<file path="src/common/fls_defs.vh">
// Constants for the parallel flash program and erase host controller
// Functional notes
// - Host writes each cycle by pulsing write strobe low under chip select.
// - Host programs only words in already erased sectors, one word a time.
// - Host sends three unlock cycles, then address and data as fourth.
// - Sector erase is six cycles, last is code 30h inside the sector.
// - Block erase is six cycles, last is code 50h inside the block.
// - Host detects end of program or erase by toggle bit 6 alone.
`ifndef FLS_DEFS_VH
`define FLS_DEFS_VH

// ----------------------------------------------------------------
// Widths
// ----------------------------------------------------------------
`define FLS_AW            19
`define FLS_DW            16

// ----------------------------------------------------------------
// Timing
// ----------------------------------------------------------------
`define FLS_CLK_NS        5
`define FLS_T_ACC_NS      70
`define FLS_T_WP_NS       40
`define FLS_T_PROG_US     40
`define FLS_T_ERASE_MS    36
`define FLS_ERASE_MARGIN  2
`define FLS_RD_CYC  ((`FLS_T_ACC_NS + `FLS_CLK_NS - 1) / `FLS_CLK_NS)
`define FLS_WP_CYC  ((`FLS_T_WP_NS + `FLS_CLK_NS - 1) / `FLS_CLK_NS)
`define FLS_PROG_CYC  ((`FLS_T_PROG_US * 1000) / `FLS_CLK_NS)
`define FLS_ERASE_CYC \
   ((`FLS_T_ERASE_MS * 1000000 / `FLS_CLK_NS) * `FLS_ERASE_MARGIN)

// ----------------------------------------------------------------
// User operations
// ----------------------------------------------------------------
`define FLS_OP_READ       2'h0
`define FLS_OP_PROG       2'h1
`define FLS_OP_SECT       2'h2
`define FLS_OP_BLOCK      2'h3

// ----------------------------------------------------------------
// Command cycles
// ----------------------------------------------------------------
`define FLS_UNLOCK_A1     19'h05555
`define FLS_UNLOCK_A2     19'h02aaa
`define FLS_CODE_AA       16'h00aa
`define FLS_CODE_55       16'h0055
`define FLS_CODE_PROG     16'h00a0
`define FLS_CODE_ERASE    16'h0080
`define FLS_CODE_SECT     16'h0030
`define FLS_CODE_BLOCK    16'h0050
`define FLS_PROG_LAST     3'h3
`define FLS_ERASE_LAST    3'h5

// ----------------------------------------------------------------
// Address and status fields
// ----------------------------------------------------------------
`define FLS_SECT_LSB      11
`define FLS_BLOCK_LSB     15
`define FLS_TOGGLE_BIT    6
`define FLS_POLL_BIT      7

`endif

</file>
<file path="src/fls_bus_cycle.v">
// One asynchronous flash bus cycle, read or write, on the flash pins
`timescale 1ns/1ps
`include "fls_defs.vh"

module fls_bus_cycle #(
   parameter AW     = `FLS_AW,
   parameter DW     = `FLS_DW,
   parameter RD_CYC = `FLS_RD_CYC,
   parameter WP_CYC = `FLS_WP_CYC
) (
   input  wire          clock,
   input  wire          srst,
   input  wire          start,
   input  wire          wr,
   input  wire [AW-1:0] addr,
   input  wire [DW-1:0] wdata,
   output reg           done,
   output reg  [DW-1:0] rdata,
   output reg  [AW-1:0] flash_addr,
   output reg           flash_ce_n,
   output reg           flash_oe_n,
   output reg           flash_we_n,
   output reg  [DW-1:0] data_lines_out,
   output reg           data_lines_oe,
   input  wire [DW-1:0] data_lines_in
);

   localparam [1:0] P_IDLE   = 2'h0;
   localparam [1:0] P_SETUP  = 2'h1;
   localparam [1:0] P_STROBE = 2'h2;
   localparam [1:0] P_HOLD   = 2'h3;
   localparam       RD_M1    = RD_CYC - 1;
   localparam       WP_M1    = WP_CYC - 1;
   localparam [7:0] RD_LOAD  = RD_M1[7:0];
   localparam [7:0] WP_LOAD  = WP_M1[7:0];

   reg [1:0] phase_reg;
   reg [7:0] cnt_reg;
   reg       wr_reg;

   always @(posedge clock) begin
      if (srst) begin
         phase_reg      <= P_IDLE;
         cnt_reg        <= 8'h00;
         wr_reg         <= 1'b0;
         done           <= 1'b0;
         rdata          <= {DW{1'b0}};
         flash_addr     <= {AW{1'b0}};
         flash_ce_n     <= 1'b1;
         flash_oe_n     <= 1'b1;
         flash_we_n     <= 1'b1;
         data_lines_out <= {DW{1'b0}};
         data_lines_oe  <= 1'b0;
      end else begin
         done <= 1'b0;
         case (phase_reg)
            P_IDLE: begin
               if (start) begin
                  // Select first so the strobe edge is the later fall
                  flash_addr     <= addr;
                  data_lines_out <= wdata;
                  data_lines_oe  <= wr;
                  wr_reg         <= wr;
                  flash_ce_n     <= 1'b0;
                  phase_reg      <= P_SETUP;
               end
            end
            P_SETUP: begin
               if (wr_reg) begin
                  flash_we_n <= 1'b0;
                  cnt_reg    <= WP_LOAD;
               end else begin
                  flash_oe_n <= 1'b0;
                  cnt_reg    <= RD_LOAD;
               end
               phase_reg <= P_STROBE;
            end
            P_STROBE: begin
               if (cnt_reg == 8'h00) begin
                  // Strobe rises before select: data taken on this edge
                  flash_we_n <= 1'b1;
                  flash_oe_n <= 1'b1;
                  if (!wr_reg)
                     rdata <= data_lines_in;
                  phase_reg <= P_HOLD;
               end else begin
                  cnt_reg <= cnt_reg - 8'h01;
               end
            end
            P_HOLD: begin
               // Data held one cycle past the strobe for hold time
               flash_ce_n    <= 1'b1;
               data_lines_oe <= 1'b0;
               done          <= 1'b1;
               phase_reg     <= P_IDLE;
            end
            default: begin
               phase_reg <= P_IDLE;
            end
         endcase
      end
   end

endmodule

</file>
<file path="src/fls_flash_host.v">
// Host controller driving a parallel flash: read, program, erase
`timescale 1ns/1ps
`include "fls_defs.vh"

module fls_flash_host #(
   parameter AW          = `FLS_AW,
   parameter DW          = `FLS_DW,
   parameter TW          = 26,
   parameter PROG_LIMIT  = `FLS_PROG_CYC,
   parameter ERASE_LIMIT = `FLS_ERASE_CYC
) (
   input  wire          clock,
   input  wire          srst,
   input  wire          cmd_valid,
   input  wire [1:0]    cmd_op,
   input  wire [AW-1:0] cmd_addr,
   input  wire [DW-1:0] cmd_data,
   output reg           cmd_ready,
   output reg           rsp_valid,
   output reg  [DW-1:0] rsp_data,
   output reg           rsp_error,
   output wire [AW-1:0] flash_addr,
   output wire          flash_ce_n,
   output wire          flash_oe_n,
   output wire          flash_we_n,
   output wire [DW-1:0] data_lines_out,
   output wire          data_lines_oe,
   input  wire [DW-1:0] data_lines_in
);

   // ----------------------------------------------------------------
   // State
   // ----------------------------------------------------------------
   localparam [1:0] S_IDLE = 2'h0;
   localparam [1:0] S_CYC  = 2'h1;
   localparam [1:0] S_POLL = 2'h2;
   localparam [TW-1:0] PROG_LIM  = PROG_LIMIT[TW-1:0];
   localparam [TW-1:0] ERASE_LIM = ERASE_LIMIT[TW-1:0];

   reg [1:0]    state_reg;
   reg [1:0]    op_reg;
   reg [AW-1:0] addr_reg;
   reg [DW-1:0] data_reg;
   reg [2:0]    step_reg;
   reg          start_reg;
   reg          prev_valid_reg;
   reg          prev_tog_reg;
   reg [TW-1:0] timer_reg;

   wire          cyc_done;
   wire [DW-1:0] cyc_rdata;
   wire [AW+DW-1:0] cyc_word;
   wire          cyc_wr;
   wire [2:0]    last_step;
   wire [TW-1:0] limit;

   // ----------------------------------------------------------------
   // Command cycle table
   // ----------------------------------------------------------------
   function [AW+DW-1:0] seq_cycle;
      input [1:0]    op;
      input [2:0]    step;
      input [AW-1:0] a;
      input [DW-1:0] d;
      begin
         case (step)
            3'h0: seq_cycle = {`FLS_UNLOCK_A1, `FLS_CODE_AA};
            3'h1: seq_cycle = {`FLS_UNLOCK_A2, `FLS_CODE_55};
            3'h2: seq_cycle = {`FLS_UNLOCK_A1, (op == `FLS_OP_PROG)
                                 ? `FLS_CODE_PROG : `FLS_CODE_ERASE};
            3'h3: seq_cycle = (op == `FLS_OP_PROG) ? {a, d}
                                 : {`FLS_UNLOCK_A1, `FLS_CODE_AA};
            3'h4: seq_cycle = {`FLS_UNLOCK_A2, `FLS_CODE_55};
            default: seq_cycle = {a, (op == `FLS_OP_SECT)
                                 ? `FLS_CODE_SECT : `FLS_CODE_BLOCK};
         endcase
      end
   endfunction

   // Erase target trimmed to the start of its sector or block
   function [AW-1:0] erase_base;
      input [1:0]    op;
      input [AW-1:0] a;
      begin
         if (op == `FLS_OP_SECT)
            erase_base = (a >> `FLS_SECT_LSB) << `FLS_SECT_LSB;
         else if (op == `FLS_OP_BLOCK)
            erase_base = (a >> `FLS_BLOCK_LSB) << `FLS_BLOCK_LSB;
         else
            erase_base = a;
      end
   endfunction

   // Program and erase share the unlock walk; command code, length and limit differ
   function is_prog;
      input [1:0] op;
      begin
         is_prog = (op == `FLS_OP_PROG);
      end
   endfunction

   // Equal toggle bit on two reads in a row: part is idle again
   function poll_match;
      input          prev_valid;
      input          prev_tog;
      input [DW-1:0] rd;
      begin
         poll_match = prev_valid && (prev_tog == rd[`FLS_TOGGLE_BIT]);
      end
   endfunction

   // Unlock codes fixed, upper data byte zero: no cycle can mismatch
   assign cyc_word = (state_reg == S_CYC && op_reg != `FLS_OP_READ)
                   ? seq_cycle(op_reg, step_reg, addr_reg, data_reg)
                   : {addr_reg, {DW{1'b0}}};
   assign cyc_wr    = (state_reg == S_CYC) && (op_reg != `FLS_OP_READ);
   assign last_step = is_prog(op_reg) ? `FLS_PROG_LAST
                                      : `FLS_ERASE_LAST;
   assign limit     = is_prog(op_reg) ? PROG_LIM
                                      : ERASE_LIM;

   // ----------------------------------------------------------------
   // Pin cycle engine
   // ----------------------------------------------------------------
   fls_bus_cycle #(
      .AW (AW),
      .DW (DW)
   ) u_cycle (
      .clock          (clock),
      .srst           (srst),
      .start          (start_reg),
      .wr             (cyc_wr),
      .addr           (cyc_word[AW+DW-1:DW]),
      .wdata          (cyc_word[DW-1:0]),
      .done           (cyc_done),
      .rdata          (cyc_rdata),
      .flash_addr     (flash_addr),
      .flash_ce_n     (flash_ce_n),
      .flash_oe_n     (flash_oe_n),
      .flash_we_n     (flash_we_n),
      .data_lines_out (data_lines_out),
      .data_lines_oe  (data_lines_oe),
      .data_lines_in  (data_lines_in)
   );

   // ----------------------------------------------------------------
   // Sequencer
   // ----------------------------------------------------------------
   always @(posedge clock) begin
      if (srst) begin
         state_reg      <= S_IDLE;
         op_reg         <= `FLS_OP_READ;
         addr_reg       <= {AW{1'b0}};
         data_reg       <= {DW{1'b0}};
         step_reg       <= 3'h0;
         start_reg      <= 1'b0;
         prev_valid_reg <= 1'b0;
         prev_tog_reg   <= 1'b0;
         timer_reg      <= {TW{1'b0}};
         cmd_ready      <= 1'b0;
         rsp_valid      <= 1'b0;
         rsp_data       <= {DW{1'b0}};
         rsp_error      <= 1'b0;
      end else begin
         start_reg <= 1'b0;
         rsp_valid <= 1'b0;
         case (state_reg)
            S_IDLE: begin
               cmd_ready <= 1'b1;
               if (cmd_valid && cmd_ready) begin
                  cmd_ready <= 1'b0;
                  op_reg    <= cmd_op;
                  addr_reg  <= erase_base(cmd_op, cmd_addr);
                  data_reg  <= cmd_data;
                  step_reg  <= 3'h0;
                  start_reg <= 1'b1;
                  state_reg <= S_CYC;
               end
            end
            S_CYC: begin
               if (cyc_done) begin
                  if (op_reg == `FLS_OP_READ) begin
                     rsp_data  <= cyc_rdata;
                     rsp_error <= 1'b0;
                     rsp_valid <= 1'b1;
                     state_reg <= S_IDLE;
                  end else if (step_reg == last_step) begin
                     // Busy from here: no command cycles until done
                     prev_valid_reg <= 1'b0;
                     timer_reg      <= {TW{1'b0}};
                     start_reg      <= 1'b1;
                     state_reg      <= S_POLL;
                  end else begin
                     step_reg  <= step_reg + 3'h1;
                     start_reg <= 1'b1;
                  end
               end
            end
            S_POLL: begin
               // Saturate so a stuck count never wraps back under the limit
               if (timer_reg != {TW{1'b1}})
                  timer_reg <= timer_reg + {{(TW-1){1'b0}}, 1'b1};
               if (cyc_done) begin
                  if (poll_match(prev_valid_reg, prev_tog_reg,
                                 cyc_rdata)) begin
                     rsp_data  <= cyc_rdata;
                     rsp_error <= 1'b0;
                     rsp_valid <= 1'b1;
                     state_reg <= S_IDLE;
                  end else if (timer_reg >= limit) begin
                     // Bounded wait so a dead part cannot hang us
                     rsp_data  <= cyc_rdata;
                     rsp_error <= 1'b1;
                     rsp_valid <= 1'b1;
                     state_reg <= S_IDLE;
                  end else begin
                     // Status reads only, array data not yet valid
                     prev_tog_reg   <= cyc_rdata[`FLS_TOGGLE_BIT];
                     prev_valid_reg <= 1'b1;
                     start_reg      <= 1'b1;
                  end
               end
            end
            default: begin
               state_reg <= S_IDLE;
            end
         endcase
      end
   end

endmodule

</file>
<file path="config.mk">
export PLATFORM = sky130hd
export DESIGN_NAME = fls_flash_host
export DESIGN_NICKNAME = d
export VERILOG_FILES = /design/src/fls_bus_cycle.v /design/src/fls_flash_host.v
export VERILOG_INCLUDE_DIRS = /design/src /design/src/common
export SDC_FILE = /design/constraint.sdc
export NUM_CORES = 1
export LEC_CHECK = 0
export ABC_AREA = 1
export BUFFER_PORTS_ARGS = -buffer_cell sky130_fd_sc_hd__buf_2
export CORE_AREA = 2 2 126 128
export DETAILED_ROUTE_END_ITERATION = 10
export DIE_AREA = 0 0 128 130
export GPL_ROUTABILITY_DRIVEN = 0
export HOLD_SLACK_MARGIN = 0.05
export PLACE_DENSITY = 0.78
export SYNTH_ARGS = -nofsm -noshare
export SYNTH_HDL_FRONTEND = slang
export SYNTH_SLANG_ARGS = --single-unit
</file>
<file path="constraint.sdc">
create_clock -name clock -period 2.6 [get_ports clock]
set_input_delay 0.52 -clock clock [delete_from_list [all_inputs] [get_ports clock]]
set_output_delay 0.52 -clock clock [all_outputs]
set_load 0.05 [all_outputs]
</file>
==> After elaboration in Yosys (flattened, before gate mapping) <==
Index checks and enable logic that the tools add are counted.
{ "word_totals": {"reg_bits": 157, "latch_bits": 0, "mem_bits_rw": 0, "mem_bits_ro": 0, "input_bits": 56, "output_inout_bits": 58, "word_cells": 168, "memories": 0} }
{ "op_classes": {"add_sub_neg": 3, "n_mul": 0, "div_mod_pow": 0, "order_cmp": 1, "n_eq_ne": 33, "shift": 0, "n_mux": 76, "n_bitwise": 3, "reduce_logical": 28} }
{ "op_table": {"columns": ["cell", "count"], "rows": [
  ["one-hot mux 35 bit (4 select lines)", 1],
  ["two-way mux 26 bit", 4],
  ["two-way mux 16 bit", 5],
  ["two-way mux 35 bit", 2],
  ["one-hot mux 26 bit (2 select lines)", 1],
  ["one-hot mux 16 bit (2 select lines)", 1],
  ["two-way mux 15 bit", 2],
  ["two-way mux 1 bit", 29],
  ["adder 26 x 1 -> 26 bit (second input constant)", 1],
  [">= comparator 26 x 24 -> 1 bit", 1],
  ["inequality test 26 bit (second input constant)", 1],
  ["two-way mux 24 bit", 1],
  ["AND reduction 5 bit", 4],
  ["two-way mux 2 bit", 9],
  ["inequality test 2 bit (second input constant)", 9],
  ["one-hot mux 8 bit (2 select lines)", 1],
  ["two-way mux 3 bit", 5],
  ["one-hot mux 1 bit (2 select lines)", 7],
  ["== test 2 bit (second input constant)", 6],
  ["inequality test 2 x 1 -> 1 bit (second input constant)", 6],
  ["AND reduction 2 bit", 5],
  ["nonzero test 2 bit", 5],
  ["AND reduction 3 bit", 3],
  ["logical NOT 8 bit", 1],
  ["25 further kinds", 34]
]} }

==> Depth between registers and ports, before layout <==
{ "depth": {"depth_word": 7, "mapped_depth": 18, "ltp_nobuf": 15} }

==> Modules after synthesis <==
A second synthesis with hierarchy kept.
{ "hier_totals": {"hier_cells": 1068, "hier_area_um2": 7636.1} }
{ "by_module_without_submodules": {"columns": ["mod", "n_inst", "cells_each", "area_per_inst_um2"], "rows": [
  ["fls_flash_host", 1, 717, 4924.7],
  ["fls_bus_cycle", 1, 351, 2711.4]
]} }

==> Least setup slack after synthesis <==
Ideal clock, no wire load.
{ "synth_path": {"path_kind": "reg-to-reg", "start": "reg op_reg[1]", "end": "reg rsp_data[0]", "setup_time_ns": 0.114, "t_arrival_ns": 2.110, "slack_ns": 0.375, "path_stages_with_launch": 19, "n_path_buf": 3, "synth_period_minus_slack_ns": 2.225, "cell_sequence": "dfxtp_1 inv_2 nand2_4 buf_6 clkbuf_1 ha_1 inv_1 nor2_1 nand2_1 nor2_1 nand3_1 nor2_1 a21oi_2 nand3_2 nand2_2 inv_4 buf_6 nor2_1 nor2_1"} }
{ "synth_via": {"elab_chain_len": 5, "word_cells_on_any_way": 7, "classes_between": "1 x order compare; 3 x eq/ne; 1 x mux; 2 x reduce/logical"} }
{ "synth_lines": {"columns": ["item", "line_no", "text"], "rows": [
  ["start: declaration", "fls_flash_host.v:41", "reg [1:0] op_reg;"],
  ["start signal: assignment", "fls_flash_host.v:152", "op_reg <= `FLS_OP_READ;"],
  ["start signal: assignment", "fls_flash_host.v:172", "op_reg <= cmd_op;"],
  ["== test 2 x 1 -> 1 bit (no source line)", null, null],
  ["two-way mux 24 bit", "fls_flash_host.v:119", "assign limit = is_prog(op_reg) ? PROG_LIM"],
  [">= comparator 26 x 24 -> 1 bit", "fls_flash_host.v:210", "end else if (timer_reg >= limit) begin"],
  ["inequality test 3 bit (no source line)", null, null],
  ["AND reduction 5 bit (no source line) (*)", null, null],
  ["end signal: assignment", "fls_flash_host.v:162", "rsp_data <= {DW{1'b0}};"],
  ["end signal: assignment", "fls_flash_host.v:206", "rsp_data <= cyc_rdata;"],
  ["end signal: assignment", "fls_flash_host.v:212", "rsp_data <= cyc_rdata;"],
  ["end: declaration", "fls_flash_host.v:20", "output reg [DW-1:0] rsp_data,"]
]} }
Mark *: on every way between the ends. The rest lies on a longest branch, timed or not.
A chain may end at the register's enable or synchronous reset.

==> Final worst setup path <==
{ "layout_path": {"start": "reg op_reg[1]", "end": "reg rsp_data[14]"} }
Same word-level chain as after synthesis.

==> results.cfg <==
[outcome]
status = completed

[finish]
largest_reg_flops = 26
fillCellCount = 1406
antennaDiodeCount = 0
final_cells = 1381
final_cell_area_um2 = 8860
nets = 1251
drive_gt1_frac = 0.164
final_common_cell = nand2_1
multi_input_comb_area_um2 = 3770
regArea_um2 = 3140
areaGrowthSynthToFinish_pct = 17.9
mostFrequentLayoutCells = 220 x nand2_1, 156 x dfxtp_1, 144 x nor2_1, 117 x a21oi_1, 113 x buf_2

[synth]
netlist_instances = 1074
syn-cell-area_um2 = 7510
muxShareOfSynthArea = 0
yosys.area_share.simple = 0.301
synth_nets = 1149
async_reset_ff_frac = 0
synthDistinctLibCells = 41
synth_fa_ha_area_frac = 0.0316
synth_top_family_by_area = simple AND/OR/NAND/NOR gates
ys_ff_latch = 157
synth-compound-area-share = 0.152
synth.avg_cell_area_um2 = 7.00
ys_seq_area_frac = 0.418
synth_ff_type = dfxtp_1
synth_edf_count = 0
synthXorXnorAreaFrac = 0.0163
ys_warn_count = 0

[worst_setup_path]
slowest_stage = ha_1
r2r_slack_ns = 0.34
cpMostUsedCell = nand2_1
required_ns = 2.93
cp_data_arrival_time_ns = 2.59
critical_path_class = reg2reg
cp_max_fo = 25
worst_setup_path_end_kind = register
path_cells = inv_2 > nand2_4 > ha_1 > nand2_1 > nor2_1 > nand4_1 > nor2_1 > nand2_1 > nand2_1 > nand2_1 > nand3_2 > buf_6 > nand3b_1 > nand2_1 > nor2_1
critPathLaunchType = register
max_stage_delay_ns = 0.38

[pwr]
leakage_nw = 3.83
p_per_area_nw_per_um2 = 980
ir_drop_mv = 0.495

[global_routing]
antenna_found_initial = 0
grt_max_degree = 62
grt_pass1_vias = 6820
grt_overflow = 0
grtUsageTotal = 0.233
grt_pass1_wl_um = 31800

[clocking]
clk_latency_ns = 0.43
cts_max_path_buffers = 2
cts_tree = done
cts-root-buf = clkbuf_16
cts_num_sinks = 157
htreeDepth = 4
clkSlewWorstSetupHoldPaths_ns = 0.06
ctsHoldBuffers = 0
post_cts_buffers = 0
cts_made_buffers = 17

[placed_design]
dpl.hpwl_um = 13100
place_area_um2 = 8240
placedCellCount = 1349
portBuffers = 113

[sta]
rsz0062_at_grt = false
setup_violations = 0
finalMaxSlewViolations = 0
clock_skew_ns = 0.00908
timing.final.crit_share = 0.871
hold_violations = 0
tightestPinTransition_ns = 0.710
fmax_mhz = 442
setup-tns-final_ns = 0
fin_crit_ns = 2.26
slew_headroom = 0.522

[floorplan]
dieArea_um2 = 16600
row_count = 46
io_pins = 114
die_h_um = 130
die_x_um = 128
start_util = 0.487
core_um2 = 15400

[flow_run]
maxCapViolCount = 0

[worst_hold_path]
min_path_type = in2reg

[routing]
drc = 0
wl_per_cell_um = 13.8
drt_pass1_iterations = 5
drtIter0Drc = 541
wirelength_um = 19100
vias = 7382
detail-route-antenna-nets = 0
vias_per_cell = 5.35
-- final cells by class --
class / instances / share of cell area
clock buffer: 18 / 0.0496
clock inverter: 14 / 0.0203
inverter: 101 / 0.0431
multi-input combinational: 768 / 0.426
sequential: 157 / 0.355
tap: 192 / 0.0271
timing repair buffer: 131 / 0.0795
-- routing by layer --
layer  track usage  vias up  part of all wire
met5             0        -                 0
met2         0.377      265              0.46
met1         0.296     3339              0.43
li1              -     3729                 -
met3        0.0652       49             0.079
met4        0.0957        0             0.027
-- worst paths after layout --
| check | start | endpoint | depth (start not counted) |
|---|---|---|---|
| worst max-delay path | op_reg[1] | rsp_data[14] | 15 |
| worst min-delay path | cmd_addr[5] | addr_reg[5] | 3 |
| worst max register to register | op_reg[1] | rsp_data[14] | 15 |
| worst min register to register | data_reg[4] | data_reg[4] | 2 |
-- cells by family after synthesis --
family,count (synthesis)
simple gates,514
compound gates,221
flops,157
buf+inv,149
fa+ha+maj,19
xor+xnor,14
-- critical path: cells and delay by family (launching register included) --
family / cells / cell delay, ns
fa+ha+maj: 1 / 0.38
buf+inv: 2 / 0.32
flops: 1 / 0.37
simple gates: 12 / 1.09
-- synthesized netlist by cell type, types with 15 or more instances --
| cell | n | area (µm²) |
|---|---|---|
| a21oi_1 | 117 | 586 |
| clkbuf_1 | 30 | 113 |
| dfxtp_1 | 157 | 3140 |
| ha_1 | 19 | 238 |
| inv_1 | 93 | 349 |
| nand2_1 | 220 | 826 |
| nand3_1 | 73 | 365 |
| nand3b_1 | 15 | 113 |
| nand4_1 | 17 | 106 |
| nor2_1 | 144 | 541 |
| nor3_1 | 16 | 80.1 |
| o21ai_0 | 87 | 435 |
-- power breakdown --
part | switching (mW) | total, mW | internal [mW]
clock | 1.05 | 2.61 | 1.56
sequential | 0.241 | 3.06 | 2.82
combinational | 2.14 | 3.01 | 0.875
total | 3.43 | 8.69 | 5.25
-- repair_timing --
item	CTS	global route
setup endpoints to repair	0	16
hold endpoints to repair	0	0
resized for setup	0	2
-- stage by stage --
step / utilization / hold WS [ns] / power [mW] / setup WS (ns)
2_1_floorplan: - / 0.425 / 5.45 / 0.375
3_3_place_gp: 0.534 / 0.439 / 6.04 / 0.431
3_5_place_dp: 0.534 / 0.446 / 6.09 / 0.319
4_1_cts: 0.574 / 0.290 / 8.71 / 0.291
5_1_grt: 0.574 / 0.311 / 9.22 / 0.0141
6_report: 0.574 / 0.304 / 8.69 / 0.337
No activity file was read; power rests on OpenSTA's default activity.
